--- src/hw/fnsrc_pkg.sv ---
// Constants, field layouts and carrier types for the synthesizer control bank.
// Assumes a single 25 MHz reference clock domain.
package fnsrc_pkg;

  localparam int WORD_W = 24;
  localparam int SEL_W = 3;

  // Register select codes
  localparam logic [2:0] SEL_CHANNEL = 3'h0;
  localparam logic [2:0] SEL_MODREF = 3'h1;
  localparam logic [2:0] SEL_PHASE = 3'h2;
  localparam logic [2:0] SEL_FUNC = 3'h3;
  localparam logic [2:0] SEL_PUMP = 3'h4;
  localparam logic [2:0] SEL_PDOWN = 3'h5;
  localparam logic [2:0] SEL_MUX = 3'h6;
  localparam logic [2:0] SEL_TEST = 3'h7;

  // Channel word fields
  localparam int INT_LSB = 15;
  localparam int INT_W = 8;
  localparam int FRACTION_NUMERATOR_LSB = 3;
  localparam int FRACTION_NUMERATOR_W = 12;

  // Modulus/reference fields
  localparam int BOOST_BIT = 23;
  localparam int HALVE_BIT = 22;
  localparam int PRESC_BIT = 20;
  localparam int DBL_BIT = 19;
  localparam int RDIV_LSB = 15;
  localparam int RDIV_W = 4;
  localparam int MOD_LSB = 3;
  localparam int MOD_W = 12;

  // Phase word field
  localparam int PHASE_LSB = 3;
  localparam int PHASE_W = 12;

  // Function fields
  localparam int FN_GNDREL_BIT = 5;
  localparam int FN_POL_BIT = 3;

  // Pump timer fields
  localparam int TMR_LSB = 5;
  localparam int TMR_W = 9;
  localparam int TSEL_LSB = 3;
  localparam int TSEL_W = 2;
  localparam logic [1:0] TSEL_CURRENT = 2'h2;
  localparam logic [1:0] TSEL_SW_AB = 2'h1;
  localparam logic [1:0] TSEL_SW_C = 2'h0;

  // Power-down fields
  localparam int PD_AMP_LSB = 6;
  // Amplifier starts powered down until the host clears it
  localparam logic [1:0] PD_AMP_RST = 2'h3;
  localparam int PD_PUMP_BIT = 5;
  localparam int PD_TRI_BIT = 4;
  localparam int PD_CRST_BIT = 3;

  // Mux register fields
  localparam int MODE_LSB = 12;
  localparam int MODE_W = 4;
  localparam int MUXSEL_LSB = 3;
  localparam int MUXSEL_W = 4;
  localparam logic [3:0] MODE_DEFAULT = 4'h0;
  localparam logic [3:0] MODE_DITHER = 4'h3;
  localparam logic [3:0] MODE_LD_WIDE = 4'h9;

  // Timers tick once every four phase-detector cycles
  localparam int TICK_DIV = 4;
  localparam logic [1:0] TICK_LAST = 2'(TICK_DIV - 1);
  localparam int RAMP_STEPS = 6;
  localparam logic [6:0] PUMP_CELLS_MAX = 7'h40;
  localparam logic [6:0] PUMP_CELLS_MIN = 7'h01;

  typedef struct packed {
    logic boost;
    logic halve;
    logic prescaler;
    logic doubler;
    logic [RDIV_W-1:0] rdiv;
    logic [MOD_W-1:0] modulus;
  } fnsrc_modref_t;

  typedef struct packed {
    logic [INT_W-1:0] int_word;
    logic [FRACTION_NUMERATOR_W-1:0] fraction_numerator_num;
    logic [PHASE_W-1:0] phase_seed;
    fnsrc_modref_t modref;
  } fnsrc_active_t;

  typedef struct packed {
    logic [6:0] pump_cells;
    logic pump_boost;
    logic filter_switch_a;
    logic filter_switch_b;
    logic filter_switch_c;
    logic fast_lock;
  } fnsrc_lock_t;

endpackage : fnsrc_pkg

--- src/hw/fnsrc_pin_sync.sv ---
// Three-stage synchroniser with agreement filter for one pin.
// Assumes the pin is asynchronous to ref_clk.
`timescale 1ns/1ps
`default_nettype none
module fnsrc_pin_sync (
  input wire logic ref_clk,
  input wire logic rst_n,
  input wire logic pin_in,
  output logic level_out,
  output logic rise_pulse
);
  logic s1_reg;
  logic s2_reg;
  logic s3_reg;
  logic level_reg;

  always_ff @(posedge ref_clk) begin
    if (!rst_n) begin
      s1_reg <= 1'b0;
      s2_reg <= 1'b0;
      s3_reg <= 1'b0;
    end else begin
      s1_reg <= pin_in;
      s2_reg <= s1_reg;
      s3_reg <= s2_reg;
    end
  end

  // Change accepted only when the two later stages agree
  always_ff @(posedge ref_clk) begin
    if (!rst_n) begin
      level_reg <= 1'b0;
    end else if (s2_reg == s3_reg) begin
      level_reg <= s3_reg;
    end
  end

  assign level_out = level_reg;
  assign rise_pulse = (s2_reg == s3_reg) && s3_reg && !level_reg;
endmodule : fnsrc_pin_sync
`default_nettype wire

--- src/hw/fnsrc_ctrl.sv ---
// Serial-programmed control bank of a fractional-N synthesizer.
// Assumes ref_clk is the phase-detector reference; serial pins are async.
//
// Behaviour
// - Next reference cycle after channel latch loads integer and fraction.
// - Same cycle starts fast lock: full pump current, switches closed.
// - Modulus-register settings wait in a shadow until a channel write.
// - Select code 000 loads the channel word.
// - Select code 001 loads the modulus and reference word.
// - Fraction feeds modulator; host keeps it below the modulus.
// - Boost bit raises pump current 25 percent at channel write.
// - Halver bit adds divide-by-two before the phase detector.
// - Doubler bit puts doubler ahead of the reference divider.
// - Phase word seeds the modulator, range zero to modulus.
// - Phase word waits for the next channel latch.
// - Shift 24 bits MSB first on clock rise; latch on strobe rise.
// - Timers tick at quarter rate; pump steps 64 to 1 over six ticks.
// - Timer select 10 current, 01 switches a/b, 00 switch c.
// - Mode 0000 defaults, 0011 dither, 1001 wide lock threshold.
`timescale 1ns/1ps
`default_nettype none
module fnsrc_ctrl (
  input wire logic ref_clk,
  input wire logic rst_n,
  input wire logic serial_clk,
  input wire logic serial_data,
  input wire logic latch_strobe,
  output fnsrc_pkg::fnsrc_active_t active,
  output fnsrc_pkg::fnsrc_lock_t lock_state,
  output logic divider_load,
  output logic dither_en,
  output logic lock_wide_thresh,
  output logic [fnsrc_pkg::MUXSEL_W-1:0] mux_select,
  output logic pump_ground_release,
  output logic pfd_polarity,
  output logic [1:0] power_amp_down,
  output logic power_pump_down,
  output logic pump_tristate,
  output logic counter_reset,
  output logic [fnsrc_pkg::WORD_W-1:0] test_word
);
  typedef enum logic [2:0] {
    FNSRC_IDLE = 3'b001,
    FNSRC_HOLD = 3'b010,
    FNSRC_RAMP = 3'b100
  } fnsrc_pump_t;

  logic sclk_level;
  logic sclk_rise;
  logic sdat_level;
  logic le_level;
  logic le_rise;
  logic [fnsrc_pkg::WORD_W-1:0] shift_reg;
  logic [fnsrc_pkg::SEL_W-1:0] sel;
  logic reg_select_bit_high;
  logic reg_select_bit_mid;
  logic reg_select_bit_low;
  fnsrc_pkg::fnsrc_modref_t modref_shadow_reg;
  logic [fnsrc_pkg::PHASE_W-1:0] phase_shadow_reg;
  logic [fnsrc_pkg::INT_W-1:0] int_shadow_reg;
  logic [fnsrc_pkg::FRACTION_NUMERATOR_W-1:0] fraction_numerator_shadow_reg;
  logic apply_reg;
  fnsrc_pkg::fnsrc_active_t active_reg;
  logic [fnsrc_pkg::TMR_W-1:0] cur_limit_reg;
  logic [fnsrc_pkg::TMR_W-1:0] swab_limit_reg;
  logic [fnsrc_pkg::TMR_W-1:0] swc_limit_reg;
  logic [1:0] tick_cnt_reg;
  logic tick;
  logic [fnsrc_pkg::TMR_W-1:0] cur_cnt_reg;
  logic [fnsrc_pkg::TMR_W-1:0] swab_cnt_reg;
  logic [fnsrc_pkg::TMR_W-1:0] swc_cnt_reg;
  logic swab_closed_reg;
  logic swc_closed_reg;
  fnsrc_pump_t pump_state_reg;
  logic [2:0] ramp_cnt_reg;
  logic [6:0] cells_reg;
  logic boost_reg;
  logic [fnsrc_pkg::MODE_W-1:0] mode_reg;
  logic [fnsrc_pkg::MUXSEL_W-1:0] muxsel_reg;
  logic gndrel_reg;
  logic pol_reg;
  logic [1:0] amp_pd_reg;
  logic pump_pd_reg;
  logic tri_reg;
  logic crst_reg;
  logic [fnsrc_pkg::WORD_W-1:0] test_reg;

  fnsrc_pin_sync u_sclk (
    .ref_clk(ref_clk),
    .rst_n(rst_n),
    .pin_in(serial_clk),
    .level_out(sclk_level),
    .rise_pulse(sclk_rise)
  );

  fnsrc_pin_sync u_sdat (
    .ref_clk(ref_clk),
    .rst_n(rst_n),
    .pin_in(serial_data),
    .level_out(sdat_level),
    .rise_pulse()
  );

  fnsrc_pin_sync u_le (
    .ref_clk(ref_clk),
    .rst_n(rst_n),
    .pin_in(latch_strobe),
    .level_out(le_level),
    .rise_pulse(le_rise)
  );

  // MSB first: new bit enters at the bottom
  always_ff @(posedge ref_clk) begin
    if (!rst_n) begin
      shift_reg <= '0;
    end else if (sclk_rise) begin
      shift_reg <= {shift_reg[fnsrc_pkg::WORD_W-2:0], sdat_level};
    end
  end

  assign reg_select_bit_high = shift_reg[2];
  assign reg_select_bit_mid = shift_reg[1];
  assign reg_select_bit_low = shift_reg[0];
  assign sel = {reg_select_bit_high, reg_select_bit_mid, reg_select_bit_low};

  // Shadow copies, applied only by a channel latch
  always_ff @(posedge ref_clk) begin
    if (!rst_n) begin
      modref_shadow_reg <= '0;
      phase_shadow_reg <= '0;
      int_shadow_reg <= '0;
      fraction_numerator_shadow_reg <= '0;
      apply_reg <= 1'b0;
    end else begin
      apply_reg <= 1'b0;
      if (le_rise) begin
        case (sel)
          fnsrc_pkg::SEL_CHANNEL: begin
            int_shadow_reg <= shift_reg[fnsrc_pkg::INT_LSB +:
                                        fnsrc_pkg::INT_W];
            fraction_numerator_shadow_reg <= shift_reg[fnsrc_pkg::FRACTION_NUMERATOR_LSB +:
                                         fnsrc_pkg::FRACTION_NUMERATOR_W];
            apply_reg <= 1'b1;
          end
          fnsrc_pkg::SEL_MODREF: begin
            modref_shadow_reg.boost <= shift_reg[fnsrc_pkg::BOOST_BIT];
            modref_shadow_reg.halve <= shift_reg[fnsrc_pkg::HALVE_BIT];
            modref_shadow_reg.prescaler <= shift_reg[fnsrc_pkg::PRESC_BIT];
            modref_shadow_reg.doubler <= shift_reg[fnsrc_pkg::DBL_BIT];
            modref_shadow_reg.rdiv <= shift_reg[fnsrc_pkg::RDIV_LSB +:
                                                fnsrc_pkg::RDIV_W];
            modref_shadow_reg.modulus <= shift_reg[fnsrc_pkg::MOD_LSB +:
                                                   fnsrc_pkg::MOD_W];
          end
          fnsrc_pkg::SEL_PHASE: begin
            phase_shadow_reg <= shift_reg[fnsrc_pkg::PHASE_LSB +:
                                          fnsrc_pkg::PHASE_W];
          end
          default: begin
          end
        endcase
      end
    end
  end

  // One reference cycle after the latch the divider takes the new values
  always_ff @(posedge ref_clk) begin
    if (!rst_n) begin
      active_reg <= '0;
    end else if (apply_reg) begin
      active_reg.int_word <= int_shadow_reg;
      active_reg.fraction_numerator_num <= fraction_numerator_shadow_reg;
      active_reg.phase_seed <= phase_shadow_reg;
      active_reg.modref <= modref_shadow_reg;
    end
  end

  // Directly-effective setup registers
  always_ff @(posedge ref_clk) begin
    if (!rst_n) begin
      cur_limit_reg <= '0;
      swab_limit_reg <= '0;
      swc_limit_reg <= '0;
      mode_reg <= fnsrc_pkg::MODE_DEFAULT;
      muxsel_reg <= '0;
      gndrel_reg <= 1'b0;
      pol_reg <= 1'b0;
      amp_pd_reg <= fnsrc_pkg::PD_AMP_RST;
      pump_pd_reg <= 1'b1;
      tri_reg <= 1'b0;
      crst_reg <= 1'b0;
      test_reg <= '0;
    end else if (le_rise) begin
      case (sel)
        fnsrc_pkg::SEL_FUNC: begin
          gndrel_reg <= shift_reg[fnsrc_pkg::FN_GNDREL_BIT];
          pol_reg <= shift_reg[fnsrc_pkg::FN_POL_BIT];
        end
        fnsrc_pkg::SEL_PUMP: begin
          case (shift_reg[fnsrc_pkg::TSEL_LSB +: fnsrc_pkg::TSEL_W])
            fnsrc_pkg::TSEL_CURRENT: cur_limit_reg <=
              shift_reg[fnsrc_pkg::TMR_LSB +: fnsrc_pkg::TMR_W];
            fnsrc_pkg::TSEL_SW_AB: swab_limit_reg <=
              shift_reg[fnsrc_pkg::TMR_LSB +: fnsrc_pkg::TMR_W];
            fnsrc_pkg::TSEL_SW_C: swc_limit_reg <=
              shift_reg[fnsrc_pkg::TMR_LSB +: fnsrc_pkg::TMR_W];
            default: begin
            end
          endcase
        end
        fnsrc_pkg::SEL_PDOWN: begin
          amp_pd_reg <= shift_reg[fnsrc_pkg::PD_AMP_LSB +: 2];
          pump_pd_reg <= shift_reg[fnsrc_pkg::PD_PUMP_BIT];
          tri_reg <= shift_reg[fnsrc_pkg::PD_TRI_BIT];
          crst_reg <= shift_reg[fnsrc_pkg::PD_CRST_BIT];
        end
        fnsrc_pkg::SEL_MUX: begin
          mode_reg <= shift_reg[fnsrc_pkg::MODE_LSB +: fnsrc_pkg::MODE_W];
          muxsel_reg <= shift_reg[fnsrc_pkg::MUXSEL_LSB +:
                                  fnsrc_pkg::MUXSEL_W];
        end
        fnsrc_pkg::SEL_TEST: begin
          test_reg <= shift_reg;
        end
        default: begin
        end
      endcase
    end
  end

  // Quarter-rate tick; restarted on apply so timing is aligned to the write
  always_ff @(posedge ref_clk) begin
    if (!rst_n || apply_reg) begin
      tick_cnt_reg <= '0;
    end else begin
      tick_cnt_reg <= tick_cnt_reg + 2'h1;
    end
  end

  assign tick = (tick_cnt_reg == fnsrc_pkg::TICK_LAST);

  // Switch timers: closed from the apply until their count is reached
  always_ff @(posedge ref_clk) begin
    if (!rst_n) begin
      swab_cnt_reg <= '0;
      swc_cnt_reg <= '0;
      swab_closed_reg <= 1'b0;
      swc_closed_reg <= 1'b0;
    end else if (apply_reg) begin
      swab_cnt_reg <= '0;
      swc_cnt_reg <= '0;
      swab_closed_reg <= 1'b1;
      swc_closed_reg <= 1'b1;
    end else if (tick) begin
      if (swab_closed_reg) begin
        swab_cnt_reg <= swab_cnt_reg + 9'h001;
        if (swab_cnt_reg + 9'h001 >= swab_limit_reg) begin
          swab_closed_reg <= 1'b0;
        end
      end
      if (swc_closed_reg) begin
        swc_cnt_reg <= swc_cnt_reg + 9'h001;
        if (swc_cnt_reg + 9'h001 >= swc_limit_reg) begin
          swc_closed_reg <= 1'b0;
        end
      end
    end
  end

  // Pump current: hold at 64 cells, then halve on each tick down to 1
  always_ff @(posedge ref_clk) begin
    if (!rst_n) begin
      pump_state_reg <= FNSRC_IDLE;
      cur_cnt_reg <= '0;
      ramp_cnt_reg <= '0;
      cells_reg <= fnsrc_pkg::PUMP_CELLS_MIN;
      boost_reg <= 1'b0;
    end else if (apply_reg) begin
      pump_state_reg <= FNSRC_HOLD;
      cur_cnt_reg <= '0;
      ramp_cnt_reg <= '0;
      cells_reg <= fnsrc_pkg::PUMP_CELLS_MAX;
      boost_reg <= modref_shadow_reg.boost;
    end else if (tick) begin
      case (pump_state_reg)
        FNSRC_HOLD: begin
          cur_cnt_reg <= cur_cnt_reg + 9'h001;
          if (cur_cnt_reg + 9'h001 >= cur_limit_reg) begin
            pump_state_reg <= FNSRC_RAMP;
          end
        end
        FNSRC_RAMP: begin
          cells_reg <= cells_reg >> 1;
          ramp_cnt_reg <= ramp_cnt_reg + 3'h1;
          if (ramp_cnt_reg == 3'(fnsrc_pkg::RAMP_STEPS - 1)) begin
            pump_state_reg <= FNSRC_IDLE;
          end
        end
        FNSRC_IDLE: begin
        end
        default: pump_state_reg <= FNSRC_IDLE;
      endcase
    end
  end

  assign active = active_reg;
  assign divider_load = apply_reg;
  assign lock_state = '{pump_cells: cells_reg,
                        pump_boost: boost_reg,
                        filter_switch_a: swab_closed_reg,
                        filter_switch_b: swab_closed_reg,
                        filter_switch_c: swc_closed_reg,
                        fast_lock: (pump_state_reg != FNSRC_IDLE)};
  assign dither_en = (mode_reg == fnsrc_pkg::MODE_DITHER);
  assign lock_wide_thresh = (mode_reg == fnsrc_pkg::MODE_LD_WIDE);
  assign mux_select = muxsel_reg;
  assign pump_ground_release = gndrel_reg;
  assign pfd_polarity = pol_reg;
  assign power_amp_down = amp_pd_reg;
  assign power_pump_down = pump_pd_reg;
  assign pump_tristate = tri_reg;
  assign counter_reset = crst_reg;
  assign test_word = test_reg;
endmodule : fnsrc_ctrl
`default_nettype wire

--- config.mk ---
export PLATFORM = sky130hd
export DESIGN_NAME = fnsrc_ctrl
export DESIGN_NICKNAME = d
export VERILOG_FILES = /design/src/hw/fnsrc_pkg.sv /design/src/hw/fnsrc_pin_sync.sv /design/src/hw/fnsrc_ctrl.sv
export SDC_FILE = /design/constraint.sdc
export NUM_CORES = 1
export LEC_CHECK = 0
export BUFFER_PORTS_ARGS = -buffer_cell sky130_fd_sc_hd__buf_2
export CAP_MARGIN = 15
export CORE_UTILIZATION = 48
export DETAILED_ROUTE_END_ITERATION = 10
export PLACE_DENSITY_LB_ADDON = 0.1
export SLEW_MARGIN = 10
export SYNTH_ARGS = -nofsm -noshare
export SYNTH_HDL_FRONTEND = slang
export SYNTH_HIERARCHICAL = 1
export SYNTH_SLANG_ARGS = --single-unit
--- constraint.sdc ---
create_clock -name ref_clk -period 2.3 [get_ports ref_clk]
set_input_delay 0 -clock ref_clk [delete_from_list [all_inputs] [get_ports ref_clk]]
set_output_delay 0 -clock ref_clk [all_outputs]
set_load 0.02 [all_outputs]
==> flow_metrics.env, run 1 <==
export IMPL_p_total_uw=8870
export IMPL_cp_slowest_cell="dfxtp_2"
export IMPL_syn_area_per_cell_um2=8.96
export IMPL_drc=0
export IMPL_status="finished clean"
export IMPL_grt_pass1_vias=7089
export IMPL_power_leakage_uw=0.00466
export IMPL_final_cell_mix="dfxtp_1 (246), nand2_1 (196), nor2_1 (147), mux2i_1 (120), buf_2 (106)"
export IMPL_syn_area_um2=10000
export IMPL_synth_fp_nets=1162
export IMPL_crit_family="compound AO/OA/AOI/OAI gates"
export IMPL_final_util_pct=58.2
export IMPL_slew_viol_final=0
export IMPL_hold_start="serial_data"
export IMPL_wl_per_cell_um=15.1
export IMPL_antenna_found_initial=0
export IMPL_p_per_area_nw_per_um2=748
export IMPL_criticalPathCategory="reg -> reg"
export IMPL_grt_overflow_total=0
export IMPL_whs_ns=0.229
export IMPL_ys_warn_count=6
export IMPL_drive_gt1_share_pct=16.8
export IMPL_cp_start_kind="flop"
export IMPL_finalCritPeriodShare_pct=93.2
export IMPL_core_area_um2=20400
export IMPL_die_y_um=147
export IMPL_maxCapViolations=0
export IMPL_cpPeakStageDelay_ns=0.36
export IMPL_grt_total_usage_pct=21.3
export IMPL_arrival_ns=2.60
export IMPL_gp_congestion=0.808
export IMPL_startpoint="swab_cnt_reg[1]$_SDFFE_PP0P_"
export IMPL_antenna_left=0
export IMPL_io_buffers=106
export IMPL_required_ns=2.75
export IMPL_relSlewSlack_pct=52.1
export IMPL_vdd_drop_max_v=0.000514
export IMPL_largest_register_ffs=51
export IMPL_grt_max_degree=67
export IMPL_hold_violations=0
export IMPL_clkSlewWorstSetupHoldPaths_ns=0.06
export IMPL_cts_buffers=27
export IMPL_clk_latency_ns=0.52
export IMPL_r2r_start="swab_cnt_reg[1]$_SDFFE_PP0P_"
export IMPL_wl_um=22700
export IMPL_path_buf_inv=0
export IMPL_rsz0062_at_grt="no"
export IMPL_io_pins=107
export IMPL_rows=52
export IMPL_area_growth_pct=18.1
export IMPL_dr_pass1_iters=5
export IMPL_finalNetCount=1253
export IMPL_vias=7507
export IMPL_end_kind="flop"
export IMPL_dr_first_iter_drc_count=382
export IMPL_crit_chain="ha_4, nand3_2, or2_4, xnor2_1, ha_1, a2111oi_2, o21a_1, o21ai_0, a31oi_1"
export IMPL_hp_class="in -> reg"
export IMPL_final_min_clock_period_ns=2.14
export IMPL_finalSetupViolations=0
export IMPL_fp_dieW_um=147
export IMPL_viasPerCell=5.00
export IMPL_syn_inst=1121
export IMPL_cts_buffer_depth=3
export IMPL_cts_tree="yes"
export IMPL_dp_hpwl_um=14600
export IMPL_n_antenna_cell=0
export IMPL_grt_pass1_wl_um=36900
export IMPL_numClockSinks=251
export IMPL_tightest_slew_ns=0.717
export IMPL_finClkSkew_ns=0.0168
export IMPL_critical_path_peak_fanout=5
export IMPL_maxClockFrequency_ghz=0.467
export IMPL_design_die_area_um2=21500
export IMPL_start_util_pct=49.3
export IMPL_cts_root_buf="clkbuf_16"
export IMPL_final_common_cell="dfxtp_1"
export IMPL_htreeDepth=1
layout make-up:
cell class | instances | area [um^2]
repair buffers | 139 | 826
clock buffers | 37 | 763
clock inverters | 12 | 153
fillers | 1855 | 8510
well taps | 270 | 338
flip-flops and latches | 251 | 5030
inverters | 31 | 121
multi-input cells | 762 | 4620
per-stage QoR:
stage               instances  TNS, ns  setup slack (ns)  cell area, um^2
CTS                      1501        0           0.00216            11800
floorplan                1121        0            0.0480            10000
finish                   1502        0             0.157            11900
global route             1502        0            0.0123            11900
detailed placement       1448  -0.0671           -0.0671            10800
global placement         1448        0            0.0324            10800
where the power goes:
part	switching, uW	internal [uW]	leakage (uW)
Combinational	91.7	33.5	0.00219
Sequential	4.52	4360	0.00203
Clock	1720	2660	0.000450
Total	1810	7050	0.00466
routing by layer:
layer,routed length (um),track usage (%)
met2,10500,34.5
met4,325,5.16
met3,1110,3.34
met5,0,0
met1,10700,29.8
repair_timing:
action / in CTS / in global routing
hold endpoints to repair: 7 / 0
resized for setup: 3 / 16
setup buffers: 0 / 1
pin swaps: 0 / 3
endpoints found under the setup margin: 2 / 5
hold buffers: 4 / 0
final timing paths:
kind / depth (start not counted) / endpoint / slack, ns
min reg2reg: 1 / tick_cnt_reg[0]$_SDFF_PP0_ / 0.43
max reg2reg: 9 / swab_closed_reg$_SDFFE_PN0P_ / 0.16
max: 9 / swab_closed_reg$_SDFFE_PN0P_ / 0.16
min: 3 / u_sdat/s1_reg$_SDFF_PN0_ / 0.23
worst register-to-register path, cell delays in order (launching register included):
cell and delay, ns:
dfxtp_2 0.36, ha_4 0.15, nand3_2 0.11, or2_4 0.30, xnor2_1 0.14, ha_1 0.33
a2111oi_2 0.31, o21a_1 0.16, o21ai_0 0.08, a31oi_1 0.15
Power figures use the tool's default switching activity.
==> run 2: changes to the inputs <==
- CELL_PAD_IN_SITES_DETAIL_PLACEMENT: unset -> 1
- CELL_PAD_IN_SITES_GLOBAL_PLACEMENT: unset -> 2
- CORE_UTILIZATION: 48 -> 32
==> flow_metrics.env, run 2 (same netlist as run 1, synthesis figures left out) <==
export IMPL_end_kind="flop"
export IMPL_p_clk_share_pct=52.7
export IMPL_grt_total_usage_pct=17.2
export IMPL_gp_congestion=0.737
export IMPL_worstReg2RegEnd="swab_closed_reg$_SDFFE_PN0P_"
export IMPL_cp_start_kind="flop"
export IMPL_finalNetCount=1266
export IMPL_slew_viol_final=0
export IMPL_vdd_drop_max_v=0.000549
export IMPL_clk_latency_ns=0.57
export IMPL_vias=7770
export IMPL_antenna_found_initial=0
export IMPL_final_cell_mix="dfxtp_1 (245), nand2_1 (196), nor2_1 (147), mux2i_1 (120), buf_2 (106)"
export IMPL_viasPerCell=4.73
export IMPL_fp_dieW_um=179
export IMPL_dp_hpwl_um=17800
export IMPL_clkSlewWorstSetupHoldPaths_ns=0.06
export IMPL_wl_um=27000
export IMPL_p_total_uw=9510
export IMPL_maxCapViolations=0
export IMPL_io_pins=107
export IMPL_rsz0062_at_grt="no"
export IMPL_wl_per_cell_um=16.4
export IMPL_grt_pass1_wl_um=43100
export IMPL_rows=64
export IMPL_finalSetupViolations=0
export IMPL_hold_violations=0
export IMPL_hold_path_cell_count=3
export IMPL_p_sw_share_pct=21.7
export IMPL_area_growth_pct=22.1
export IMPL_largest_register_ffs=51
export IMPL_htreeDepth=1
export IMPL_violations="DRC"
export IMPL_min_to="u_le/s1_reg$_SDFF_PN0_"
export IMPL_reg2reg_depth=9
export IMPL_power_leakage_uw=0.00481
export IMPL_critical_path_peak_fanout=3
export IMPL_criticalPathCategory="reg -> reg"
export IMPL_p_per_area_nw_per_um2=776
export IMPL_design_die_area_um2=32100
export IMPL_die_y_um=179
export IMPL_finClkSkew_ns=0.0192
export IMPL_cts_tree="yes"
export IMPL_hold_start="latch_strobe"
export IMPL_arrival_ns=2.64
export IMPL_fillers=3558
export IMPL_cts_root_buf="clkbuf_16"
export IMPL_final_min_clock_period_ns=2.15
export IMPL_maxClockFrequency_ghz=0.464
export IMPL_final_common_cell="dfxtp_1"
export IMPL_seqPwrFrac_pct=45.9
export IMPL_n_antenna_cell=0
export IMPL_dr_first_iter_drc_count=269
export IMPL_power_internal_uw=7440
export IMPL_p_comb_share_pct=1.4
export IMPL_cts_buffers=30
export IMPL_tightest_slew_ns=0.748
export IMPL_core_area_um2=30700
export IMPL_io_buffers=106
export IMPL_setup_tns_ns=0
export IMPL_drive_gt1_share_pct=18.3
export IMPL_grt_pass1_vias=7790
export IMPL_switchingPower_uw=2060
export IMPL_start_util_pct=32.6
export IMPL_finalCritPeriodShare_pct=93.6
export IMPL_hp_class="in -> reg"
export IMPL_grt_max_degree=60
export IMPL_numClockSinks=251
export IMPL_rrSetupSlack_ns=0.15
export IMPL_r2r_start="swab_cnt_reg[0]$_SDFFE_PP0P_"
export IMPL_required_ns=2.79
export IMPL_multi_input_area_um2=4620
export IMPL_antenna_left=0
export IMPL_dr_pass1_iters=7
export IMPL_grt_overflow_total=0
export IMPL_cts_buffer_depth=3
export IMPL_relSlewSlack_pct=50.0
export IMPL_drc=6
export IMPL_status="complete, but fails checks"
export IMPL_seqCellArea_um2=5030
-- run 2: critical path: stages (launching register included) --
cell       delay [ns]
dfxtp_1          0.35
ha_2             0.19
nand3_2          0.08
or2_1            0.28
xnor2_1          0.14
ha_1             0.34
a2111oi_2        0.32
o21a_1           0.16
o21ai_0          0.07
a31oi_1          0.15
-- run 2: area by class of cell --
cell class / instances / share of cell area (%)
Sequential cell: 251 / 41.1
Multi-Input combinational cell: 762 / 37.7
Timing Repair Buffer: 149 / 7.59
Clock buffer: 34 / 6.49
Tap cell: 396 / 4.04
Clock inverter: 21 / 2.13
Inverter: 31 / 0.990
-- run 2: repair_timing --
action                                  CTS  global route
endpoints found under the setup margin    0             5
hold buffers                              4             0
gates resized for setup                   0            19
setup buffers                             0             3
endpoints found under the hold margin    42             0
-- run 2: how the worst max path moves through the flow --
stage | cells past startpoint | from | end | slack (ns)
finish | 9 | swab_cnt_reg[0]$_SDFFE_PP0P_ | swab_closed_reg$_SDFFE_PN0P_ | 0.15
global route | 10 | swc_cnt_reg[0]$_SDFFE_PP0P_ | swc_closed_reg$_SDFFE_PN0P_ | 0.0007
CTS | 11 | cur_cnt_reg[1]$_SDFFE_PP0P_ | pump_state_reg[1]$_SDFFE_PN0P_ | 0.01
detailed placement | 11 | cur_cnt_reg[1]$_SDFFE_PP0P_ | pump_state_reg[1]$_SDFFE_PN0P_ | 0.02
global placement | 9 | swab_cnt_reg[1]$_SDFFE_PP0P_ | swab_closed_reg$_SDFFE_PN0P_ | 0.1
floorplan | 11 | cur_cnt_reg[0]$_SDFFE_PP0P_ | pump_state_reg[1]$_SDFFE_PN0P_ | 0.05
-- run 2: per-layer routing --
layer	part of all wire (%)	wire [um]	GRT usage [%]	vias up
met5	0	0	0	-
met4	2.0	552	4.45	0
met3	3.2	875	2.37	41
met2	46	12500	28.4	92
met1	48	13100	23.4	3732
li1	-	-	-	3905
-- run 2: power groups by stage --
stage | Sequential (uW) | Combinational [uW] | Clock (uW)
3_3_place_gp | 4460 | 136 | 0
5_1_grt | 4360 | 150 | 5370
4_1_cts | 4360 | 141 | 5170
2_1_floorplan | 4460 | 79.4 | 0
3_5_place_dp | 4460 | 136 | 0
6_report | 4360 | 136 | 5010
-- run 2: stage by stage --
| stage | std cells | utilization, % | hold WS (ns) | worst slack [ns] | instance area (um^2) |
|---|---|---|---|---|---|
| 2_1_floorplan | 1121 | - | 0.122 | 0.0480 | 10000 |
| 3_3_place_gp | 1582 | 36.0 | 0.232 | 0.0993 | 11100 |
| 3_5_place_dp | 1582 | 36.0 | 0.223 | 0.0233 | 11100 |
| 4_1_cts | 1641 | 39.6 | 0.157 | 0.0134 | 12200 |
| 5_1_grt | 1644 | 39.9 | 0.180 | 0.000702 | 12300 |
| 6_report | 1644 | 39.9 | 0.190 | 0.147 | 12300 |
